--- config.mk ---
export PLATFORM = sky130hd
export DESIGN_NAME = mtd_top
export DESIGN_NICKNAME = d
export VERILOG_FILES = /design/src/verilog/mtd_pkg.sv /design/src/verilog/mtd_top.sv
export SDC_FILE = /design/constraint.sdc
export NUM_CORES = 1
export LEC_CHECK = 0
export ABC_AREA = 1
export BUFFER_PORTS_ARGS = -buffer_cell sky130_fd_sc_hd__clkbuf_2
export CORE_MARGIN = 10
export CORE_UTILIZATION = 55
export DETAILED_ROUTE_END_ITERATION = 10
export GPL_TIMING_DRIVEN = 0
export PLACE_DENSITY = 0.86
export SLEW_MARGIN = 25
export SYNTH_ARGS = -nofsm -noshare
export SYNTH_HDL_FRONTEND = slang
export SYNTH_SLANG_ARGS = --single-unit
--- constraint.sdc ---
create_clock -name clk_i -period 13.6 [get_ports clk_i]
set_input_delay 4.08 -clock clk_i [delete_from_list [all_inputs] [get_ports clk_i]]
set_output_delay 4.08 -clock clk_i [all_outputs]
set_load 0.01 [all_outputs]
--- src/verilog/mtd_pkg.sv ---
// Constants, field layout and register map of the message trap and display block
// Assumes a 125 MHz system clock and a classic Wishbone master for the registers
// Notes on behaviour
// Parity bit toggles on each one bit
// Load strobe samples parity, sets error flag
// Parity criterion stores parity-errored messages
// Parity indicator lights on every parity error
// Address criterion compares three address fields
// Ignored field always counts as matching
// Full match loads message into storage
// Each store gives stretched update indicator
// Octal display of data or address
// Address display blanks third, fifth digit
// Analogue modes pick upper or lower half
// Multiply by five as shift-two plus value
// Negative values shown as sign and magnitude
// Combinational binary to five BCD digits
// Three-bit scan counter near 5 kHz
// One-of-eight digit enable from scan counter
// Digit code to seven shared segments
// Analogue: point on fifth, blank 0,1, and 7 unless negative
// Analogue: leading zero off, minus sign
// Lamps show stored bits 23 down to 0
// Store loads both converter words
// Converter word is offset binary, MSB inverted
// Ten-bit converter gets upper ten bits
// Loader strobes when message fully loaded
// Repeat stores all, single once per press
// Storage holds; decision once per strobe
// Single arm: synced, edge-detected, cleared on store
package mtd_pkg;

  // ****************************************
  // Timing
  // ****************************************
  localparam int CLK_HZ = 125_000_000;
  localparam int SCAN_HZ = 5000;
  localparam int SCAN_CYC = CLK_HZ / SCAN_HZ;
  localparam int LED_MS = 50;
  localparam int LED_CYC = CLK_HZ / 1000 * LED_MS;

  // ****************************************
  // Message layout
  // ****************************************
  localparam int INFO_W = 24;
  localparam int ADDR_W = 16;
  localparam int MSG_W = INFO_W + ADDR_W;
  localparam int HALF_W = 12;
  localparam int ST_LSB = 10;
  localparam int ST_W = 6;
  localparam int DSF_LSB = 6;
  localparam int DSF_W = 4;
  localparam int CH_LSB = 0;
  localparam int CH_W = 6;
  localparam logic PAR_GOOD = 1'b0;

  // ****************************************
  // Register map
  // ****************************************
  localparam logic [7:0] REG_CTRL = 8'h00;
  localparam logic [7:0] REG_MATCH = 8'h04;
  localparam logic [7:0] REG_STAT = 8'h08;
  localparam logic [7:0] REG_INFO = 8'h0c;
  localparam int CTRL_W = 7;
  localparam int CTRL_TRAP_ADDR = 0;
  localparam int CTRL_REP = 1;
  localparam int CTRL_IGN_ST = 2;
  localparam int CTRL_IGN_DSET = 3;
  localparam int CTRL_IGN_CH = 4;
  localparam int CTRL_DISP_LSB = 5;
  localparam logic [6:0] CTRL_RST = 7'h02;
  localparam int STAT_PERR = 0;
  localparam int STAT_ARMED = 1;
  localparam int STAT_UPD = 2;
  localparam int STAT_ADDR_LSB = 16;

  // ****************************************
  // Display
  // ****************************************
  typedef enum logic [1:0] {
    DISP_OCT_DATA = 2'h0,
    DISP_OCT_ADDR = 2'h1,
    DISP_MUX = 2'h2,
    DISP_MUX1 = 2'h3
  } mtd_disp_t;
  localparam logic [3:0] CODE_MINUS = 4'ha;
  localparam logic [3:0] CODE_BLANK = 4'hf;

endpackage

--- src/verilog/mtd_top.sv ---
// Message trap: storage decision, display scan, lamp array and converter words
// Assumes the message input register and its loader are outside, synchronous to clk_i
`timescale 1ns/10ps
module mtd_top
  import mtd_pkg::*;
#(
  parameter int SCAN_DIV = SCAN_CYC,
  parameter int LED_CYCLES = LED_CYC,
  parameter int DAC_W = 12
)
(
  input wire logic clk_i,
  input wire logic rst_i,
  input wire logic msg_bit_i,
  input wire logic msg_shift_i,
  input wire logic load_done_i,
  input wire logic [MSG_W-1:0] msg_data_i,
  input wire logic single_btn_i,
  input wire logic wb_cyc_i,
  input wire logic wb_stb_i,
  input wire logic wb_we_i,
  input wire logic [7:0] wb_adr_i,
  input wire logic [3:0] wb_sel_i,
  input wire logic [31:0] wb_dat_i,
  output logic [31:0] wb_dat_o,
  output logic wb_ack_o,
  output logic [6:0] seg_o,
  output logic dp_o,
  output logic [7:0] digit_en_o,
  output logic [INFO_W-1:0] lamp_o,
  output logic [DAC_W-1:0] dac_a_o,
  output logic [DAC_W-1:0] dac_b_o,
  output logic parity_led_o,
  output logic update_led_o
);

  localparam int SCW = $clog2(SCAN_DIV);
  localparam int LCW = $clog2(LED_CYCLES + 1);

  // ****************************************
  // Parameter checks
  // ****************************************
  if ((DAC_W != 12 && DAC_W != 10) || SCAN_DIV < 2 || LED_CYCLES < 3)
  begin : g_par_chk
    $error("DAC_W must be 12 or 10, SCAN_DIV at least 2, LED_CYCLES at least 3");
  end

  typedef struct packed {
    logic [CTRL_W-1:0] ctrl_r;
    logic [ADDR_W-1:0] match_r;
    logic par_r;
    logic perr_r;
    logic [ADDR_W-1:0] addr_r;
    logic [INFO_W-1:0] info_r;
    logic armed_r;
    logic [1:0] btn_sync_r;
    logic btn_prev_r;
    logic [LCW:0] upd_r;
    logic [LCW:0] per_r;
    logic [SCW-1:0] div_r;
    logic [2:0] scan_r;
    logic [6:0] seg_r;
    logic dp_r;
    logic [7:0] en_r;
    logic [DAC_W-1:0] dac_a_r;
    logic [DAC_W-1:0] dac_b_r;
    logic ack_r;
    logic [31:0] rdat_r;
  } mtd_state_t;

  mtd_state_t st_r;
  mtd_state_t st_nxt;

  // ****************************************
  // Functions
  // ****************************************
  function automatic logic [19:0] bcd5(input logic [15:0] b);
    logic [35:0] w;
    w = {20'h0, b};
    for (int i = 0; i < 16; i++)
    begin
      for (int j = 0; j < 5; j++)
      begin
        if (w[16+4*j+:4] > 4'd4)
          w[16+4*j+:4] = 4'(w[16+4*j+:4] + 4'd3);
      end
      w = {w[34:0], 1'b0};
    end
    return w[35:16];
  endfunction

  function automatic logic [6:0] seg7(input logic [3:0] c);
    case (c)
      4'h0: return 7'h3f;
      4'h1: return 7'h06;
      4'h2: return 7'h5b;
      4'h3: return 7'h4f;
      4'h4: return 7'h66;
      4'h5: return 7'h6d;
      4'h6: return 7'h7d;
      4'h7: return 7'h07;
      4'h8: return 7'h7f;
      4'h9: return 7'h6f;
      CODE_MINUS: return 7'h40;
      default: return 7'h00;
    endcase
  endfunction

  function automatic logic [LCW:0] stretch(input logic ev, input logic [LCW:0] cur);
    if (ev)
      return {1'b1, LCW'(LED_CYCLES - 1)};
    else if (cur[LCW-1:0] != '0)
      return {1'b1, LCW'(cur[LCW-1:0] - 1'b1)};
    else
      return '0;
  endfunction

  function automatic logic [DAC_W-1:0] to_dac(input logic [HALF_W-1:0] h);
    logic [HALF_W-1:0] ob;
    ob = {~h[HALF_W-1], h[HALF_W-2:0]};
    return ob[HALF_W-1-:DAC_W];
  endfunction

  // ****************************************
  // Storage decision
  // ****************************************
  mtd_disp_t mode;
  logic [ADDR_W-1:0] msg_addr;
  logic msg_err;
  logic addr_hit;
  logic trap;
  logic store;
  logic btn_edge;

  assign mode = mtd_disp_t'(st_r.ctrl_r[CTRL_DISP_LSB+:2]);
  assign msg_addr = msg_data_i[MSG_W-1:INFO_W];
  // parity error at strobe
  assign msg_err = st_r.par_r != PAR_GOOD;
  // field compare with ignore
  assign addr_hit = (st_r.ctrl_r[CTRL_IGN_ST] ||
                     msg_addr[ST_LSB+:ST_W] == st_r.match_r[ST_LSB+:ST_W]) &&
                    (st_r.ctrl_r[CTRL_IGN_DSET] ||
                     msg_addr[DSF_LSB+:DSF_W] == st_r.match_r[DSF_LSB+:DSF_W]) &&
                    (st_r.ctrl_r[CTRL_IGN_CH] ||
                     msg_addr[CH_LSB+:CH_W] == st_r.match_r[CH_LSB+:CH_W]);
  // choice of criterion
  assign trap = st_r.ctrl_r[CTRL_TRAP_ADDR] ? addr_hit : msg_err;
  // once per strobe, repeat or armed
  assign store = load_done_i && trap && (st_r.ctrl_r[CTRL_REP] || st_r.armed_r);
  assign btn_edge = st_r.btn_sync_r[1] && !st_r.btn_prev_r;

  // ****************************************
  // Analogue value
  // ****************************************
  logic [HALF_W-1:0] half;
  logic neg;
  logic [HALF_W-1:0] mag;
  logic [15:0] mv;
  logic [19:0] bcd;

  // half select
  assign half = (mode == DISP_MUX) ? st_r.info_r[INFO_W-1:HALF_W] : st_r.info_r[HALF_W-1:0];
  assign neg = half[HALF_W-1];
  // complement negative values
  assign mag = neg ? HALF_W'(~half + 1'b1) : half;
  // times four plus value
  assign mv = 16'({2'b00, mag, 2'b00} + {4'h0, mag});
  // binary to BCD
  assign bcd = bcd5(mv);

  // ****************************************
  // Next state
  // ****************************************
  logic [3:0] code;
  logic dp;
  logic [2:0] pos;
  logic [2:0] oidx;
  logic [17:0] addr18;
  logic [31:0] lane;
  logic wb_req;

  always_comb
  begin
    st_nxt = st_r;
    code = CODE_BLANK;
    dp = 1'b0;
    oidx = 3'h0;
    addr18 = {2'b00, st_r.addr_r};
    lane = {{8{wb_sel_i[3]}}, {8{wb_sel_i[2]}}, {8{wb_sel_i[1]}}, {8{wb_sel_i[0]}}};
    wb_req = wb_cyc_i && wb_stb_i && !st_r.ack_r;

    // Bus slave: ack one cycle after request
    st_nxt.ack_r = wb_req;
    st_nxt.rdat_r = 32'h0;
    if (wb_req)
    begin
      case (wb_adr_i)
        REG_CTRL:
        begin
          st_nxt.rdat_r = {25'h0, st_r.ctrl_r};
          if (wb_we_i)
            st_nxt.ctrl_r = CTRL_W'((st_r.ctrl_r & ~lane[CTRL_W-1:0]) | (wb_dat_i[CTRL_W-1:0] & lane[CTRL_W-1:0]));
        end
        REG_MATCH:
        begin
          st_nxt.rdat_r = {16'h0, st_r.match_r};
          if (wb_we_i)
            st_nxt.match_r = (st_r.match_r & ~lane[15:0]) | (wb_dat_i[15:0] & lane[15:0]);
        end
        REG_STAT:
        begin
          st_nxt.rdat_r = {st_r.addr_r, 13'h0, st_r.upd_r[LCW], st_r.armed_r, st_r.perr_r};
          if (wb_we_i && wb_sel_i[0] && wb_dat_i[STAT_PERR])
            st_nxt.perr_r = 1'b0;
        end
        REG_INFO:
          st_nxt.rdat_r = {8'h0, st_r.info_r};
        default:
          st_nxt.rdat_r = 32'h0;
      endcase
    end

    // parity toggle per one bit
    if (load_done_i)
      st_nxt.par_r = 1'b0;
    else if (msg_shift_i && msg_bit_i)
      st_nxt.par_r = !st_r.par_r;
    // error flag, set wins over clear
    if (load_done_i && msg_err)
      st_nxt.perr_r = 1'b1;
    // parity indicator per error
    st_nxt.per_r = stretch(load_done_i && msg_err, st_r.per_r);
    // stretched update indicator
    st_nxt.upd_r = stretch(store, st_r.upd_r);

    // synced, edge-detected arm
    st_nxt.btn_sync_r = {st_r.btn_sync_r[0], single_btn_i};
    st_nxt.btn_prev_r = st_r.btn_sync_r[1];
    if (store)
      st_nxt.armed_r = 1'b0;
    if (btn_edge)
      st_nxt.armed_r = 1'b1;

    // parallel load on store
    if (store)
    begin
      st_nxt.addr_r = msg_addr;
      st_nxt.info_r = msg_data_i[INFO_W-1:0];
      // offset binary words
      st_nxt.dac_a_r = to_dac(msg_data_i[INFO_W-1:HALF_W]);
      st_nxt.dac_b_r = to_dac(msg_data_i[HALF_W-1:0]);
    end

    // scan divider and counter
    if (st_r.div_r == SCW'(SCAN_DIV - 1))
    begin
      st_nxt.div_r = '0;
      st_nxt.scan_r = 3'(st_r.scan_r + 1'b1);
    end
    else
      st_nxt.div_r = SCW'(st_r.div_r + 1'b1);

    pos = st_nxt.scan_r;
    case (mode)
      DISP_OCT_DATA:
        // eight octal data digits
        code = {1'b0, 3'(st_r.info_r >> (5'(pos) * 5'd3))};
      DISP_OCT_ADDR:
      begin
        // third and fifth blank
        if (pos != 3'd3 && pos != 3'd5)
        begin
          oidx = (pos < 3'd3) ? pos : (pos == 3'd4) ? 3'd3 : 3'(pos - 3'd2);
          code = {1'b0, 3'(addr18 >> (5'(oidx) * 5'd3))};
        end
      end
      DISP_MUX, DISP_MUX1:
      begin
        // point, blanks, zero suppression, sign
        case (pos)
          3'd2: code = bcd[3:0];
          3'd3: code = bcd[7:4];
          3'd4: code = bcd[11:8];
          3'd5:
          begin
            code = bcd[15:12];
            dp = 1'b1;
          end
          3'd6: code = (bcd[19:16] == 4'h0) ? CODE_BLANK : bcd[19:16];
          3'd7: code = neg ? CODE_MINUS : CODE_BLANK;
          default: code = CODE_BLANK;
        endcase
      end
      default: code = CODE_BLANK;
    endcase
    // shared segment decode
    st_nxt.seg_r = seg7(code);
    st_nxt.dp_r = dp;
    // one-of-eight enable
    st_nxt.en_r = 8'h01 << pos;

    if (rst_i)
    begin
      st_nxt = '0;
      st_nxt.ctrl_r = CTRL_RST;
      st_nxt.en_r = 8'h01;
      st_nxt.dac_a_r = to_dac(12'h000);
      st_nxt.dac_b_r = to_dac(12'h000);
    end
  end

  always_ff @(posedge clk_i)
  begin
    st_r <= st_nxt;
  end

  // ****************************************
  // Outputs
  // ****************************************
  assign wb_dat_o = st_r.rdat_r;
  assign wb_ack_o = st_r.ack_r;
  assign seg_o = st_r.seg_r;
  assign dp_o = st_r.dp_r;
  assign digit_en_o = st_r.en_r;
  // lamp array from storage
  assign lamp_o = st_r.info_r;
  assign dac_a_o = st_r.dac_a_r;
  assign dac_b_o = st_r.dac_b_r;
  assign parity_led_o = st_r.per_r[LCW];
  assign update_led_o = st_r.upd_r[LCW];
endmodule

==> metrics, run 1 <==
Distinct cells, synth 76; max_slew headroom 36.7%; Main synth FF type dfxtp_1; Routed Antenna Nets 0; # clock sinks 186; synthesized flop and latch total 186; commonest non-fill, non-tap cell in the layout nand2_1; RSZ-0062 raised after global routing no; total number of vias 14,700; Pwr Density 177 nW/um^2; CP required 13.97 ns; num rows 59; First-pass DRT Iterations 5; most frequent CP cell nand2_1; vias per cell 5.41; IO Count 192; die area 33,400 um^2; Max Cap Violations 0; core area 26,100 um^2; syn_nets 2,345; GRT Resource Usage Total 23.3%; IO Port Bufs 173; largest net degree at the start of global routing 22; Pleak 8.34 nW; crit share post-route 90.9%; CTS Buf Count 17; ranking of synthesized cells by area dfxtp_1 26%, nand2_1 13%, nand3_1 7.0%; Routed WL 40,800 um; Yosys warning count 0; commonest non-fill, non-tap cells in the layout 520 x nand2_1, 265 x inv_1, 204 x nand3_1; routed len/inst 15.0 um; vias in the first global route 13,800; post-cts sizing count 0; max-slew violations 0; async set-or-reset flop fraction in the synthesized netlist 0%; share of cells above drive strength 1 22.0%; P&R area growth vs syn 13.1%; FF-to-FF setup slack 1.24 ns; post-synthesis sequential area ratio 25.6%; nets@finish 2,537; first-pass GRT wire length 65,500 um; DRC 0; Hold Buf Count CTS 0; Fmax 80.9 MHz; CP max stage delay 0.35 ns; clock-pin transition on the worst setup and hold timing paths 0.08 ns; Post-Route Setup TNS 0 ns; post-DP HPWL 32,900 um; Mean Syn Cell Area 6.65 um^2; Iteration-0 DRC Markers 1,280; CTS root buf clkbuf_16; Initial Util 55.8%; crit start category flip-flop; mapped cell area 14,500 um^2; CTS H-tree lvls 4; final hold viol count 0; ant diodes 0; Crit. End Element flip-flop; Die Wd 183 um; WP data arrival 12.73 ns; leading area contributor after synthesis dfxtp_1; minimum clock period 12.36 ns; Placer Congestion 0.953; Pwr Total 2.91 mW; initial antenna violation count 0; Worst-Skew Late Latency 0.45 ns; maximum root-to-sink buffer count 2; worst-path fanout max 7; Max VDD drop 0.183 mV; skew final 0.0165 ns; WS Path Type reg -> reg; Post-synth EDFFs 0; top-area cell type share of the netlist area 25.6%; status finished, final reports clean; Hold Crit Class reg -> reg; Slew @ Worst Pin 0.941 ns; total global routing overflow 0; CTS tree yes; Setup Buffers After CTS 0; Synth Instances 2,186; slowest CP cell ha_1; die height 183 um; # setup viols final 0
-- cells by family after synthesis --
logic type	count (synthesis)	synth area share, %
compound gates	312	12.6
flops	186	25.6
mux	1	0.0688
fa+ha+maj	66	5.73
buf+inv	433	14.3
xor+xnor	57	3.59
simple gates	1131	38.2
-- metal layers --
metal | global-route usage (%) | vias up | wire [um] | part of all wire [%]
li1 | - | 7346 | - | -
met4 | 5.96 | 0 | 896 | 2.2
met2 | 40.1 | 559 | 19500 | 48
met1 | 28.4 | 6772 | 16800 | 41
met3 | 5.68 | 70 | 3590 | 8.8
met5 | 0 | - | 0 | 0
-- cell usage after synthesis, types with 30 or more instances --
master,n
nand2_1,520
inv_1,265
nand3_1,204
dfxtp_1,186
nor2_1,164
a21oi_1,137
buf_4,97
o21ai_0,97
nand2_2,78
ha_1,65
xor2_1,35
nand2_4,30
-- report_power, final --
part	switching (mW)	total [mW]	leakage, nW	internal, mW
sequential	0.0594	0.670	1.51	0.610
combinational	1.11	1.73	6.53	0.623
clock	0.259	0.512	0.297	0.253
-- worst max-delay path: cells and delay by family (launching register included) --
| kind | cells | cell delay [ns] |
|---|---|---|
| flip-flops | 1 | 0.32 |
| buffers and inverters | 14 | 1.08 |
| AND/OR/NAND/NOR | 62 | 6.17 |
| AO/OA/AOI/OAI | 5 | 0.82 |
| adder cells (fa/ha/maj) | 14 | 3.07 |
| XOR/XNOR | 4 | 0.85 |
-- final timing paths --
path                                start        end  depth (start not counted)
worst max-delay path            flip-flop   seg_o[3]                         99
worst min-delay path            st_r[140]  st_r[141]                          2
worst max register to register  flip-flop   seg_o[3]                         99
worst min register to register  st_r[140]  st_r[141]                          2
-- metrics by stage --
stage	hold WS, ns	utilization (%)	area (um^2)	setup WS (ns)	std cells
floorplan	0.388	-	14500	2.83	2186
global placement	0.399	60.8	15800	1.79	2694
detailed placement	0.407	60.8	15800	1.38	2694
CTS	0.410	63.1	16500	1.31	2726
global route	0.423	63.2	16500	0.0305	2726
finish	0.411	63.2	16500	1.24	2726
-- layout make-up --
cell class | instances | area [um^2]
sequential | 186 | 3720
inverter | 300 | 1140
fill | 2292 | 9600
timing repair buffer | 173 | 866
multi-input combinational | 1567 | 8760
buffer | 133 | 936
tap | 335 | 419
clock buffer | 17 | 425
clock inverter | 15 | 186
Note: power is estimated with default switching activity, not from simulation.
==> inputs of run 2 (changes only) <==
- BUFFER_PORTS_ARGS: -buffer_cell sky130_fd_sc_hd__clkbuf_2 -> default
- DONT_BUFFER_PORTS: default -> 1
- PLACE_DENSITY: 0.86 -> 0.79
==> run 2 against run 1 <==
Critical path type unchanged. Largest cell class unchanged. Wire length fell by 1.7%. Total power rose by 0.20%. Maximum frequency fell by 0.34%.
==> metrics, run 2 (synthesis results as in run 1) <==
max-slew violations 0 (unchanged); first-pass GRT wire length 64,700 um (-1.3%); vias in the first global route 13,100 (-5.2%); Routed WL 40,100 um (-1.7%); maximum root-to-sink buffer count 2 (unchanged); met2 WL 18,800 um (-3.6%); Max Cap Violations 0 (unchanged); final hold viol count 0 (unchanged); Post-Route Setup TNS 0 ns (unchanged); total number of vias 14,000 (-4.8%); Pleak 7.57 nW (-9.2%); slowest CP cell dfxtp_1; Layout fillers 2,412 (+5.2%); Pwr Density 187 nW/um^2 (+5.7%); Worst Setup EP seg_o[3]; most frequent CP cell nand2_1; nets@finish 2,364 (-6.8%); total global routing overflow 0 (unchanged); FF-to-FF setup slack 1.20 ns (-0.04 ns); crit start category flip-flop; DR top layer met5; R2R cell count 99 (unchanged); Slew @ Worst Pin 0.946 ns (+0.00548 ns); met3 wire length 3660 um (+2.0%); First-pass DRT Iterations 6 (+1); # setup viols final 0 (unchanged); CTS Buf Count 17 (unchanged); initial antenna violation count 17 (+17); minimum clock period 12.40 ns (+0.0417 ns); routed len/inst 15.6 um (+4.4%); Pwr Total 2.92 mW (+0.20%); Reg-to-Reg End seg_o[3]; WP data arrival 12.78 ns (+0.05 ns); DRC 0 (unchanged); core area 26,100 um^2 (unchanged); max_slew headroom 36.3% (-0.37 points); Max VDD drop 0.191 mV (+4.5%); Hold Slack 0.453 ns (+0.0430 ns); post-DP HPWL 32,500 um (-1.1%); Iteration-0 DRC Markers 1,301 (+1.6%); Initial Util 55.8% (unchanged); RSZ-0062 raised after global routing no; largest net degree at the start of global routing 20 (-9.1%); Post-Route M1 WL 16,600 um (-0.98%); num rows 59 (unchanged); GRT Resource Usage Total 23.2% (-0.15 points); skew final 0.0182 ns (+0.00165 ns); Crit. End Element flip-flop; Hold Crit Class reg -> reg; Final WS setup 1.20 ns (-0.0417 ns); IO Count 192 (unchanged); share of cells above drive strength 1 15.9% (-6.1 points); Routed Antenna Nets 0 (unchanged); Placer Congestion 0.962 (+0.98%); die height 183 um (unchanged); WS Path Type reg -> reg; CP required 13.98 ns (about the same); Finished Core Util 59.9% (-3.3 points); Setup Slack @ Placement 1.25 ns (-0.133 ns); # clock sinks 186 (unchanged); CTS tree yes; Fmax 80.6 MHz (-0.34%); commonest non-fill, non-tap cell in the layout nand2_1; Worst-Skew Late Latency 0.45 ns (about the same); die area 33,400 um^2 (unchanged); CTS H-tree lvls 4 (unchanged); Hold Buf Count CTS 0 (unchanged); P&R area growth vs syn 7.22%; commonest non-fill, non-tap cells in the layout 520 x nand2_1, 265 x inv_1, 204 x nand3_1; CP max stage delay 0.49 ns (+0.14 ns); crit share post-route 91.2% (+0.31 points); vias per cell 5.47 (+1.2%); worst-path fanout max 10 (+3); status finished, final reports clean; CTS root buf clkbuf_16; IO Port Bufs 0 (-100%); hold wc startpoint st_r[115]; clock-pin transition on the worst setup and hold timing paths 0.08 ns (about the same); Die Wd 183 um (unchanged)
[run 2: changes by cell type in the layout (fill, tap and decap cells not counted), moves of 2 or more]
cell and delta:
inv_6 +2, clkinv_8 -3, clkbuf_2 -173, diode_2 +14
[run 2: metal layers]
layer	vias up	track usage, %
met5	-	0
met1	6390	28.9
met4	6	6.64
met3	85	5.82
li1	7016	-
met2	549	38.6
[run 2: report_power, final]
group,switching [mW],internal [mW],leakage [nW]
Sequential,0.0610,0.611,1.51
Combinational,1.13,0.611,5.77
Clock,0.258,0.252,0.286
[run 2: metrics by stage]
step,instances,cell area (um^2)
after floorplan,2186,14500
after global placement,2521,15000
after detailed placement,2521,15000
after CTS,2552,15500
after global routing,2563,15600
final,2566,15600
[run 2: timing repair]
| action | in CTS | in global routing |
|---|---|---|
| buffers inserted | 0 | 0 |
| gates resized for setup | 0 | 2 |
| endpoints found under the setup margin | 0 | 6 |
| hold endpoints to repair | 0 | 0 |
[run 2: worst min-delay path by stage]
stage                           end  depth (start not counted)
final                     st_r[115]                          1
after global routing      st_r[141]                          2
after global placement    st_r[139]                          2
after CTS                 st_r[141]                          2
after detailed placement  st_r[139]                          2
after floorplan           st_r[141]                          2
[run 2: layout make-up]
cell class | count | area, um^2 | share of cell area [%]
well taps | 335 | 419 | 2.69
clock inverters | 13 | 144 | 0.922
plain buffers | 133 | 936 | 6.00
multi-input cells | 1567 | 8760 | 56.2
inverters | 300 | 1140 | 7.32
flip-flops and latches | 186 | 3720 | 23.9
diodes | 14 | 35.0 | 0.225
clock buffers | 18 | 439 | 2.82
[run 2: critical path: cells and delay by family (launching register included)]
family | cells | cell delay, ns
DFF | 1 | 0.49
adders and majority gates | 14 | 3.09
AOI/OAI and AO/OA | 5 | 0.79
buffers and inverters | 14 | 1.06
xor gates and xnor gates | 4 | 0.83
and+or+nand+nor | 62 | 6.06
